--- src/verilog/rtc_pkg.sv ---
// Constants and carrier types for the real-time clock core
package rtc_pkg;
	// ----------------------------------------------------------------
	// Register offsets
	// ----------------------------------------------------------------
	localparam logic [3:0] OFF_CONTROL_ONE = 4'h0;
	localparam logic [3:0] OFF_CONTROL_TWO = 4'h1;
	localparam logic [3:0] OFF_SECONDS = 4'h2;
	localparam logic [3:0] OFF_MINUTES = 4'h3;
	localparam logic [3:0] OFF_HOURS = 4'h4;
	localparam logic [3:0] OFF_DAY_OF_MONTH = 4'h5;
	localparam logic [3:0] OFF_MONTH = 4'h7;
	localparam logic [3:0] OFF_YEAR = 4'h8;
	// ----------------------------------------------------------------
	// Field positions and masks
	// ----------------------------------------------------------------
	localparam int BIT_TEST_HI = 7;
	localparam int BIT_HALT = 5;
	localparam int BIT_TEST_LO = 3;
	localparam int BIT_LOW_VOLTAGE = 7;
	localparam logic [7:0] MASK_SECONDS = 8'h7F;
	localparam logic [7:0] MASK_MINUTES = 8'h7F;
	localparam logic [7:0] MASK_HOURS = 8'h3F;
	localparam logic [7:0] MASK_DAY = 8'h3F;
	localparam logic [7:0] MASK_MONTH = 8'h1F;
	localparam logic [7:0] MASK_YEAR = 8'hFF;
	// ----------------------------------------------------------------
	// Reset values and counter limits (packed BCD)
	// ----------------------------------------------------------------
	localparam logic [7:0] RST_ZERO = 8'h00;
	localparam logic [7:0] RST_ONE = 8'h01;
	localparam logic [7:0] MAX_MIN_SEC = 8'h59;
	localparam logic [7:0] MAX_HOUR = 8'h23;
	localparam logic [7:0] MAX_MONTH = 8'h12;
	localparam logic [7:0] MAX_YEAR = 8'h99;
	localparam logic [7:0] DAYS_LONG = 8'h31;
	localparam logic [7:0] DAYS_SHORT = 8'h30;
	localparam logic [7:0] DAYS_FEB = 8'h28;
	localparam logic [7:0] DAYS_FEB_LEAP = 8'h29;
	localparam logic [7:0] MONTH_FEB = 8'h02;
	localparam logic [7:0] MONTH_APR = 8'h04;
	localparam logic [7:0] MONTH_JUN = 8'h06;
	localparam logic [7:0] MONTH_SEP = 8'h09;
	localparam logic [7:0] MONTH_NOV = 8'h11;
	// ----------------------------------------------------------------
	// Timing: crystal rate and the resume delay
	// ----------------------------------------------------------------
	localparam int XTAL_HZ = 32768;
	localparam int RESUME_DELAY_MS = 500;
	localparam int PRESC_W = 15;
	localparam int RESUME_EDGES = XTAL_HZ * RESUME_DELAY_MS / 1000;
	// Preset so the prescaler wraps after RESUME_EDGES crystal edges
	localparam logic [PRESC_W-1:0] PRESC_RESUME = PRESC_W'(XTAL_HZ - RESUME_EDGES);
	localparam logic [PRESC_W-1:0] PRESC_RST = '0;
	localparam int TAP_1024HZ = 4;
	localparam int TAP_32HZ = 9;
	localparam int TAP_1HZ = 14;
	// ----------------------------------------------------------------
	// Types
	// ----------------------------------------------------------------
	typedef enum logic [1:0] {
		RTC_FREQ_32K = 2'b00,
		RTC_FREQ_1024 = 2'b01,
		RTC_FREQ_32 = 2'b10,
		RTC_FREQ_1 = 2'b11
	} rtc_freq_t;

	typedef struct packed {
		logic [3:0] addr;
		logic [7:0] wdata;
		logic wr;
		logic rd;
	} rtc_bus_req_t;

	typedef struct packed {
		logic timer_repeat_select;
		logic alarm_flag;
		logic timer_flag;
		logic alarm_irq_enable;
		logic timer_irq_enable;
	} rtc_ctl_two_t;

	localparam rtc_ctl_two_t RST_CTL_TWO = '0;
endpackage

--- src/verilog/rtc_core.sv ---
// Real-time clock core: control registers, time and calendar counters
`timescale 1ns/1ps
`default_nettype none

// Functional notes
// - Halt bit set freezes time, calendar, alarm and timer; clearing it resumes.
// - While halted, clock output runs only at 32.768 kHz; other rates stop low.
// - While halted, the serial bus timeout is disabled.
// - After halt clears, seconds advance once after half a second.
// - Timer repeat select: one repeats timer events, zero gives single shot.
// - Alarm event sets the alarm flag; it stays until the host changes it.
// - Timer event sets the timer flag; it stays until the host changes it.
// - Alarm enable lets a set alarm flag pull the interrupt pin low.
// - Timer enable lets a set timer flag pull the interrupt pin low.
// - Seconds, minutes and hours are held as packed BCD.
// - Seconds and minutes count 00 to 59, wrap, and carry onward.
// - Hours count 00 to 23, wrap, and carry into the day.
// - Low-voltage flag sets at power-up and whenever supply drops below threshold.
// - A write to the seconds register clears the low-voltage flag unless the supply is below threshold.
// - Day, month and year are packed BCD, updated automatically 2001 to 2099.
// - Day wraps after 31, 30 or 28 depending on the month.
// - Years that are multiples of four let February reach 29.
// - Month counts January to December, wraps, and carries into the year.
// - Year counts 00 to 99 and wraps.
module rtc_core
	import rtc_pkg::*;
(
	// Clock, reset and freeze
	input wire logic ref_clk,
	input wire logic srst,
	input wire logic clk_en,
	// Register port
	input wire rtc_bus_req_t bus_req,
	output logic [7:0] reg_rdata,
	// Crystal, supply monitor and clock-output enable pins (asynchronous)
	input wire logic xtal_clk,
	input wire logic low_voltage_threshold,
	input wire logic clock_output_enable,
	// Settings and events from neighbouring alarm, timer and clock-output logic
	input wire logic [1:0] clock_output_select,
	input wire logic alarm_event,
	input wire logic timer_event,
	// State shown to neighbouring logic
	output logic counters_halted,
	output logic bus_timeout_enable,
	output logic timer_repeat_select,
	output logic one_hz_tick,
	// Open-drain pins: output level and active-low output enable
	output logic clock_output_pin_o,
	output logic clock_output_pin_oe_n,
	output logic irq_n_o,
	output logic irq_n_oe_n
);
	// ----------------------------------------------------------------
	// Helpers
	// ----------------------------------------------------------------
	// Increment packed BCD, wrapping to lo once max is reached
	function automatic logic [7:0] bcd_step(input logic [7:0] v, input logic [7:0] max, input logic [7:0] lo);
		logic [7:0] r;
		r = v;
		if (v == max) begin
			r = lo;
		end else if (v[3:0] == 4'h9) begin
			r = {4'(v[7:4] + 4'h1), 4'h0};
		end else begin
			r = {v[7:4], 4'(v[3:0] + 4'h1)};
		end
		return r;
	endfunction

	// Last day of the month, leap rule applied to the two-digit year
	function automatic logic [7:0] month_len(input logic [7:0] m, input logic [7:0] y);
		logic leap;
		logic [7:0] r;
		leap = y[4] ? (y[3:0] == 4'h2 || y[3:0] == 4'h6)
			: (y[3:0] == 4'h0 || y[3:0] == 4'h4 || y[3:0] == 4'h8);
		r = DAYS_LONG;
		if (m == MONTH_FEB) begin
			r = leap ? DAYS_FEB_LEAP : DAYS_FEB;
		end else if (m == MONTH_APR || m == MONTH_JUN || m == MONTH_SEP || m == MONTH_NOV) begin
			r = DAYS_SHORT;
		end
		return r;
	endfunction

	// ----------------------------------------------------------------
	// Pin synchronisers
	// ----------------------------------------------------------------
	logic xtal_s1_reg, xtal_s2_reg, xtal_s3_reg;
	logic lv_s1_reg, lv_s2_reg;
	logic coe_s1_reg, coe_s2_reg;
	logic xtal_rise;

	// Two flops per pin; the third crystal flop only serves edge finding
	always_ff @(posedge ref_clk) begin
		if (srst) begin
			xtal_s1_reg <= 1'b0;
			xtal_s2_reg <= 1'b0;
			xtal_s3_reg <= 1'b0;
			lv_s1_reg <= 1'b0;
			lv_s2_reg <= 1'b0;
			coe_s1_reg <= 1'b0;
			coe_s2_reg <= 1'b0;
		end else if (clk_en) begin
			xtal_s1_reg <= xtal_clk;
			xtal_s2_reg <= xtal_s1_reg;
			xtal_s3_reg <= xtal_s2_reg;
			lv_s1_reg <= low_voltage_threshold;
			lv_s2_reg <= lv_s1_reg;
			coe_s1_reg <= clock_output_enable;
			coe_s2_reg <= coe_s1_reg;
		end
	end

	assign xtal_rise = xtal_s2_reg & ~xtal_s3_reg;

	// ----------------------------------------------------------------
	// Register write decode
	// ----------------------------------------------------------------
	logic wr_ctl1, wr_ctl2, wr_sec, wr_min, wr_hour, wr_day, wr_mon, wr_year;

	assign wr_ctl1 = bus_req.wr && bus_req.addr == OFF_CONTROL_ONE;
	assign wr_ctl2 = bus_req.wr && bus_req.addr == OFF_CONTROL_TWO;
	assign wr_sec = bus_req.wr && bus_req.addr == OFF_SECONDS;
	assign wr_min = bus_req.wr && bus_req.addr == OFF_MINUTES;
	assign wr_hour = bus_req.wr && bus_req.addr == OFF_HOURS;
	assign wr_day = bus_req.wr && bus_req.addr == OFF_DAY_OF_MONTH;
	assign wr_mon = bus_req.wr && bus_req.addr == OFF_MONTH;
	assign wr_year = bus_req.wr && bus_req.addr == OFF_YEAR;

	// ----------------------------------------------------------------
	// First control register: halt and test bits
	// ----------------------------------------------------------------
	logic halt_reg;
	logic test_hi_reg, test_lo_reg;

	// Test bits are stored only so software reads back what it wrote
	always_ff @(posedge ref_clk) begin
		if (srst) begin
			halt_reg <= 1'b0;
			test_hi_reg <= 1'b0;
			test_lo_reg <= 1'b0;
		end else if (clk_en && wr_ctl1) begin
			halt_reg <= bus_req.wdata[BIT_HALT];
			test_hi_reg <= bus_req.wdata[BIT_TEST_HI];
			test_lo_reg <= bus_req.wdata[BIT_TEST_LO];
		end
	end

	assign counters_halted = halt_reg;
	assign bus_timeout_enable = ~halt_reg;

	// ----------------------------------------------------------------
	// One-second prescaler on crystal edges
	// ----------------------------------------------------------------
	logic [PRESC_W-1:0] presc_reg;
	logic sec_tick;

	// Resume preset keeps the clock within half a second of a restart from halt
	always_ff @(posedge ref_clk) begin
		if (srst) begin
			presc_reg <= PRESC_RST;
		end else if (clk_en) begin
			if (wr_ctl1 && halt_reg && !bus_req.wdata[BIT_HALT]) begin
				presc_reg <= PRESC_RESUME;
			end else if (xtal_rise && !halt_reg) begin
				presc_reg <= PRESC_W'(presc_reg + 1'b1);
			end
		end
	end

	assign sec_tick = xtal_rise && !halt_reg && (&presc_reg);
	assign one_hz_tick = sec_tick;

	// ----------------------------------------------------------------
	// Time and calendar counters (packed BCD)
	// ----------------------------------------------------------------
	logic [7:0] sec_reg, min_reg, hour_reg, day_reg, mon_reg, year_reg;
	logic c_min, c_hour, c_day, c_mon, c_year;

	// Carry chain; host writes in the same cycle override counting
	assign c_min = sec_tick && sec_reg == MAX_MIN_SEC;
	assign c_hour = c_min && min_reg == MAX_MIN_SEC;
	assign c_day = c_hour && hour_reg == MAX_HOUR;
	assign c_mon = c_day && day_reg == month_len(mon_reg, year_reg);
	assign c_year = c_mon && mon_reg == MAX_MONTH;

	always_ff @(posedge ref_clk) begin
		if (srst) begin
			sec_reg <= RST_ZERO;
			min_reg <= RST_ZERO;
			hour_reg <= RST_ZERO;
			day_reg <= RST_ONE;
			mon_reg <= RST_ONE;
			year_reg <= RST_ONE;
		end else if (clk_en) begin
			if (wr_sec) begin
				sec_reg <= bus_req.wdata & MASK_SECONDS;
			end else if (sec_tick) begin
				sec_reg <= bcd_step(sec_reg, MAX_MIN_SEC, RST_ZERO);
			end
			if (wr_min) begin
				min_reg <= bus_req.wdata & MASK_MINUTES;
			end else if (c_min) begin
				min_reg <= bcd_step(min_reg, MAX_MIN_SEC, RST_ZERO);
			end
			if (wr_hour) begin
				hour_reg <= bus_req.wdata & MASK_HOURS;
			end else if (c_hour) begin
				hour_reg <= bcd_step(hour_reg, MAX_HOUR, RST_ZERO);
			end
			if (wr_day) begin
				day_reg <= bus_req.wdata & MASK_DAY;
			end else if (c_day) begin
				day_reg <= bcd_step(day_reg, month_len(mon_reg, year_reg), RST_ONE);
			end
			if (wr_mon) begin
				mon_reg <= bus_req.wdata & MASK_MONTH;
			end else if (c_mon) begin
				mon_reg <= bcd_step(mon_reg, MAX_MONTH, RST_ONE);
			end
			if (wr_year) begin
				year_reg <= bus_req.wdata & MASK_YEAR;
			end else if (c_year) begin
				year_reg <= bcd_step(year_reg, MAX_YEAR, RST_ZERO);
			end
		end
	end

	// ----------------------------------------------------------------
	// Low-voltage flag
	// ----------------------------------------------------------------
	logic low_voltage_flag_reg;

	// Reset stands for power-on from zero volts; a drop wins over a clearing write
	always_ff @(posedge ref_clk) begin
		if (srst) begin
			low_voltage_flag_reg <= 1'b1;
		end else if (clk_en) begin
			if (lv_s2_reg) begin
				low_voltage_flag_reg <= 1'b1;
			end else if (wr_sec) begin
				low_voltage_flag_reg <= 1'b0;
			end
		end
	end

	// ----------------------------------------------------------------
	// Second control register: flags, enables, timer mode
	// ----------------------------------------------------------------
	rtc_ctl_two_t ctl2_reg;
	logic alarm_set, timer_set;

	// Events are ignored while halted since alarm and timer are frozen
	assign alarm_set = alarm_event && !halt_reg;
	assign timer_set = timer_event && !halt_reg;

	always_ff @(posedge ref_clk) begin
		if (srst) begin
			ctl2_reg <= RST_CTL_TWO;
		end else if (clk_en) begin
			if (wr_ctl2) begin
				ctl2_reg.timer_repeat_select <= bus_req.wdata[4];
				ctl2_reg.alarm_irq_enable <= bus_req.wdata[1];
				ctl2_reg.timer_irq_enable <= bus_req.wdata[0];
				ctl2_reg.alarm_flag <= bus_req.wdata[3] | alarm_set;
				ctl2_reg.timer_flag <= bus_req.wdata[2] | timer_set;
			end else begin
				ctl2_reg.alarm_flag <= ctl2_reg.alarm_flag | alarm_set;
				ctl2_reg.timer_flag <= ctl2_reg.timer_flag | timer_set;
			end
		end
	end

	assign timer_repeat_select = ctl2_reg.timer_repeat_select;

	// ----------------------------------------------------------------
	// Interrupt pin (open drain, low when active)
	// ----------------------------------------------------------------
	logic irq_active;

	assign irq_active = (ctl2_reg.alarm_flag && ctl2_reg.alarm_irq_enable)
		|| (ctl2_reg.timer_flag && ctl2_reg.timer_irq_enable);
	assign irq_n_o = 1'b0;
	assign irq_n_oe_n = ~irq_active;

	// ----------------------------------------------------------------
	// Clock output pin (open drain)
	// ----------------------------------------------------------------
	rtc_freq_t freq_sel;
	logic clk_level;

	assign freq_sel = rtc_freq_t'(clock_output_select);

	// Divided rates hold low while halted; the crystal rate keeps running
	always_comb begin
		case (freq_sel)
			RTC_FREQ_32K: clk_level = xtal_s2_reg;
			RTC_FREQ_1024: clk_level = !halt_reg && presc_reg[TAP_1024HZ];
			RTC_FREQ_32: clk_level = !halt_reg && presc_reg[TAP_32HZ];
			RTC_FREQ_1: clk_level = !halt_reg && presc_reg[TAP_1HZ];
			default: clk_level = 1'b0;
		endcase
	end

	assign clock_output_pin_o = 1'b0;
	assign clock_output_pin_oe_n = !(coe_s2_reg && !clk_level);

	// ----------------------------------------------------------------
	// Read port: data in the cycle after the strobe only
	// ----------------------------------------------------------------
	always_ff @(posedge ref_clk) begin
		if (srst) begin
			reg_rdata <= RST_ZERO;
		end else if (clk_en) begin
			reg_rdata <= RST_ZERO;
			if (bus_req.rd) begin
				case (bus_req.addr)
					OFF_CONTROL_ONE: reg_rdata <= {test_hi_reg, 1'b0, halt_reg, 1'b0, test_lo_reg, 3'b000};
					OFF_CONTROL_TWO: reg_rdata <= {3'b000, ctl2_reg};
					OFF_SECONDS: reg_rdata <= {low_voltage_flag_reg, sec_reg[6:0]};
					OFF_MINUTES: reg_rdata <= min_reg;
					OFF_HOURS: reg_rdata <= hour_reg;
					OFF_DAY_OF_MONTH: reg_rdata <= day_reg;
					OFF_MONTH: reg_rdata <= mon_reg;
					OFF_YEAR: reg_rdata <= year_reg;
					default: reg_rdata <= RST_ZERO;
				endcase
			end
		end
	end
endmodule

`default_nettype wire

--- config.mk ---
export PLATFORM = sky130hd
export DESIGN_NAME = rtc_core
export DESIGN_NICKNAME = d
export VERILOG_FILES = /design/src/verilog/rtc_pkg.sv /design/src/verilog/rtc_core.sv
export SDC_FILE = /design/constraint.sdc
export NUM_CORES = 1
export LEC_CHECK = 0
export BUFFER_PORTS_ARGS = -buffer_cell sky130_fd_sc_hd__buf_4
export CELL_PAD_IN_SITES_DETAIL_PLACEMENT = 0
export CELL_PAD_IN_SITES_GLOBAL_PLACEMENT = 2
export CORE_ASPECT_RATIO = 1.2
export CORE_MARGIN = 1.5
export CORE_UTILIZATION = 33
export CTS_BUF_LIST = sky130_fd_sc_hd__clkbuf_16
export DETAILED_ROUTE_END_ITERATION = 10
export PLACE_DENSITY_LB_ADDON = 0.2
export SLEW_MARGIN = 20
export SYNTH_ARGS = -nofsm -noshare
export SYNTH_HDL_FRONTEND = slang
export SYNTH_SLANG_ARGS = --single-unit
--- constraint.sdc ---
create_clock -name ref_clk -period 2.5 [get_ports ref_clk]
set_input_delay 0.25 -clock ref_clk [delete_from_list [all_inputs] [get_ports ref_clk]]
set_output_delay 0.25 -clock ref_clk [all_outputs]
set_load 0.01 [all_outputs]
==> results.py <==
metrics = {
    "flow_run": {
        "cap_violations": 0,
    },
    "critical_path": {
        "required_ns": 2.74,
        "cp_slowest_cell": "or4_4",
        "cp-end-kind": "register",
        "crit_buf_inv": 2,
        "crit_fanout": 5,
        "worstSetupStartpointType": "register",
        "arrival_ns": 2.72,
        "path_class": "reg2reg",
        "critical_path.top_delay_family": "simple AND/OR/NAND/NOR gates",
        "slowest_delay_ns": 0.62,
        "crit_chain": "inv_2 -> ha_4 -> nand3b_1 -> or4_4 -> nor4_4 -> buf_4 -> o21ai_4 -> a221o_1 -> a32o_1",
    },
    "place": {
        "place.gp.congestion": 0.999,
        "port_buffers": 37,
        "dpl_worst_slack_ns": -0.0338,
        "place_area_um2": 6500,
        "post-dp-hpwl_mm": 15.1,
    },
    "floorplan": {
        "ioPinCount": 40,
        "die_h_um": 145,
        "core_um2": 16300,
        "row_count": 51,
        "die_w_um": 122,
        "dieArea_um2": 17700,
        "start_util": 0.341,
    },
    "synth": {
        "ys_seq_area_frac": 0.313,
        "synth_top_cell_by_area": "dfxtp_1",
        "synth_edf_count": 0,
        "synth_cell_types": 81,
        "netlist_area_um2": 5570,
        "avgSynthCellArea_um2": 7.87,
        "synthArstFlopShare": 0,
        "yosys-top-cells-area": "dfxtp_1 (31%), nor2_1 (5.5%), ha_1 (4.7%)",
        "ys.flop_type": "dfxtp_1",
        "yosysWarnings": 0,
        "synth_cells": 707,
        "synth_top_area_frac": 0.313,
        "synth-seq-cells": 87,
    },
    "global_route": {
        "grt-ovfl-total": 0,
        "grt_usage": 0.234,
        "antenna_found_initial": 0,
        "grt_pass1_wl_mm": 32.0,
        "grt_max_degree": 27,
        "grt_pass1_vias": 5680,
    },
    "route": {
        "wl_mm": 20.3,
        "drt-vias-per-instance": 5.78,
        "drc": 0,
        "wl_per_cell_um": 20.1,
        "ant_nets": 0,
        "drtIter0Drc": 556,
        "vias": 5830,
        "dr.pass1.iters": 6,
    },
    "final_layout": {
        "areaGrowthSynthToFinish_pct": 26.1,
        "largest_register_ffs": 15,
        "fin_area_um2": 7020,
        "antennaDiodeCount": 0,
        "layout.nets": 837,
        "drive_gt1_frac": 0.226,
    },
    "clock_tree": {
        "clk_pin_slew_worst_paths_ns": 0.07,
        "cts_max_level": 3,
        "ctsRootBufferMaster": "clkbuf_16",
        "tritoncts": "yes",
        "insertion_delay_ns": 0.35,
        "cts_buffers": 9,
        "clockBufferDepth": 2,
        "clock-sinks": 87,
    },
    "min_path": {
        "hp-class": "in2reg",
    },
    "timing": {
        "drv_slew": 0,
        "rsz0062_at_grt": "yes",
        "max-slew-margin-rel": 0.594,
        "max_freq_ghz": 0.404,
        "finClkSkew_ns": 0.00676,
        "finalCritPeriodShare": 0.990,
        "hold_viol": 0,
        "setup_viol_count_final": 0,
        "fin_crit_ns": 2.48,
        "setup_ws_ns": 0.0245,
        "worst-slew-pin-transition_ns": 0.608,
    },
    "power_and_ir_drop": {
        "powerDensity_nw_per_um2": 457,
        "vdd_drop_max_mv": 0.258,
        "leakagePower_nw": 2.71,
    },
    "outcome": {
        "status": "finished, final reports clean",
    },
}
-- where the power goes --
part	switching (mW)	leakage, nW	total, mW	internal [mW]
registers	0.0189	0.706	1.42	1.40
logic	0.168	1.84	0.262	0.0935
clock network	0.636	0.157	1.53	0.889
total	0.823	2.71	3.21	2.38
-- placed cells by master, fill, tap and decap left out, types with 7 or more instances in the layout --
cell type,synthesis,routed
a211oi_1,16,16
a21oi_1,41,40
a221oi_1,9,7
a22oi_1,18,18
and2_1,9,9
and3_1,10,10
buf_4,3,114
clkbuf_16,0,9
dfxtp_1,87,81
ha_1,21,18
inv_1,21,18
mux2i_1,21,20
nand2_1,66,66
nand2b_1,12,12
nand3_1,34,34
nand4_1,9,9
nor2_1,82,82
nor2b_1,15,14
nor3_1,26,26
o21ai_0,30,30
xnor2_1,9,9
-- metrics by stage --
stage          utilization  hold WS, ns  std cells  TNS (ns)  power (mW)
5_1_grt              0.430        0.138       1009    -0.126        3.32
6_report             0.430        0.136       1009         0        3.21
4_1_cts              0.419        0.125       1007         0        3.24
2_1_floorplan            -        0.386        708         0        1.58
3_3_place_gp         0.398        0.467        991         0        1.70
3_5_place_dp         0.398        0.468        991    -0.157        1.71
-- kinds of logic after synthesis --
group | share of synthesized area
AOI/OAI and AO/OA | 0.227
xor gates and xnor gates | 0.0236
adders and majority gates | 0.0472
buffers and inverters | 0.0468
DFF | 0.313
muxes | 0.0479
other | 0.000674
and+or+nand+nor | 0.294
-- area by class of cell --
cell class | instances | area (um^2)
Timing Repair Buffer | 114 | 856
Tap cell | 212 | 265
Inverter | 23 | 86.3
Multi-Input combinational cell | 557 | 3730
Fill cell | 1691 | 9320
Clock inverter | 7 | 103
Clock buffer | 9 | 225
Sequential cell | 87 | 1750
-- worst paths after layout --
path | end | cells after the start | slack (ns) | startpoint
hold reg to reg | reg_rdata[0] | 2 | 0.48 | reg_rdata[0]
setup / recovery | mon_reg[2] | 9 | 0.02 | sec_reg[5]
setup reg to reg | mon_reg[2] | 9 | 0.02 | sec_reg[5]
hold / removal | coe_s1_reg | 3 | 0.14 | clock_output_enable
-- worst register-to-register path, cell delays in order (launching register included) --
cell      delay, ns
dfxtp_2        0.32
inv_2          0.07
ha_4           0.12
nand3b_1       0.11
or4_4          0.62
nor4_4         0.25
buf_4          0.19
o21ai_4        0.09
a221o_1        0.36
a32o_1         0.22
-- metal layers --
metal  vias to the layer above  wire length (um)  global-route usage
met3                        46               935              0.0338
met4                         0               783               0.105
met5                         -                 0                   0
met1                      2818              8660               0.302
met2                       184              9940               0.383
li1                       2782                 -                   -
-- repair_timing --
item,4_1_cts,5_1_grt
endpoints found under the setup margin,9,17
gates resized for setup,5,32
hold buffers,0,0
setup buffers,0,2
pin swaps,0,7
-- synthesized netlist by cell type, types with 9 or more instances --
library cell  instances
a211oi_1             16
a21oi_1              41
a221oi_1              9
a22oi_1              18
and2_1                9
and3_1               10
clkbuf_1             25
dfxtp_1              87
ha_1                 21
inv_1                21
mux2i_1              21
nand2_1              66
nand2b_1             12
nand3_1              34
nand4_1               9
nor2_1               82
nor2b_1              15
nor3_1               26
o21ai_0              30
xnor2_1               9
Note: power is estimated with default switching activity, not from simulation.
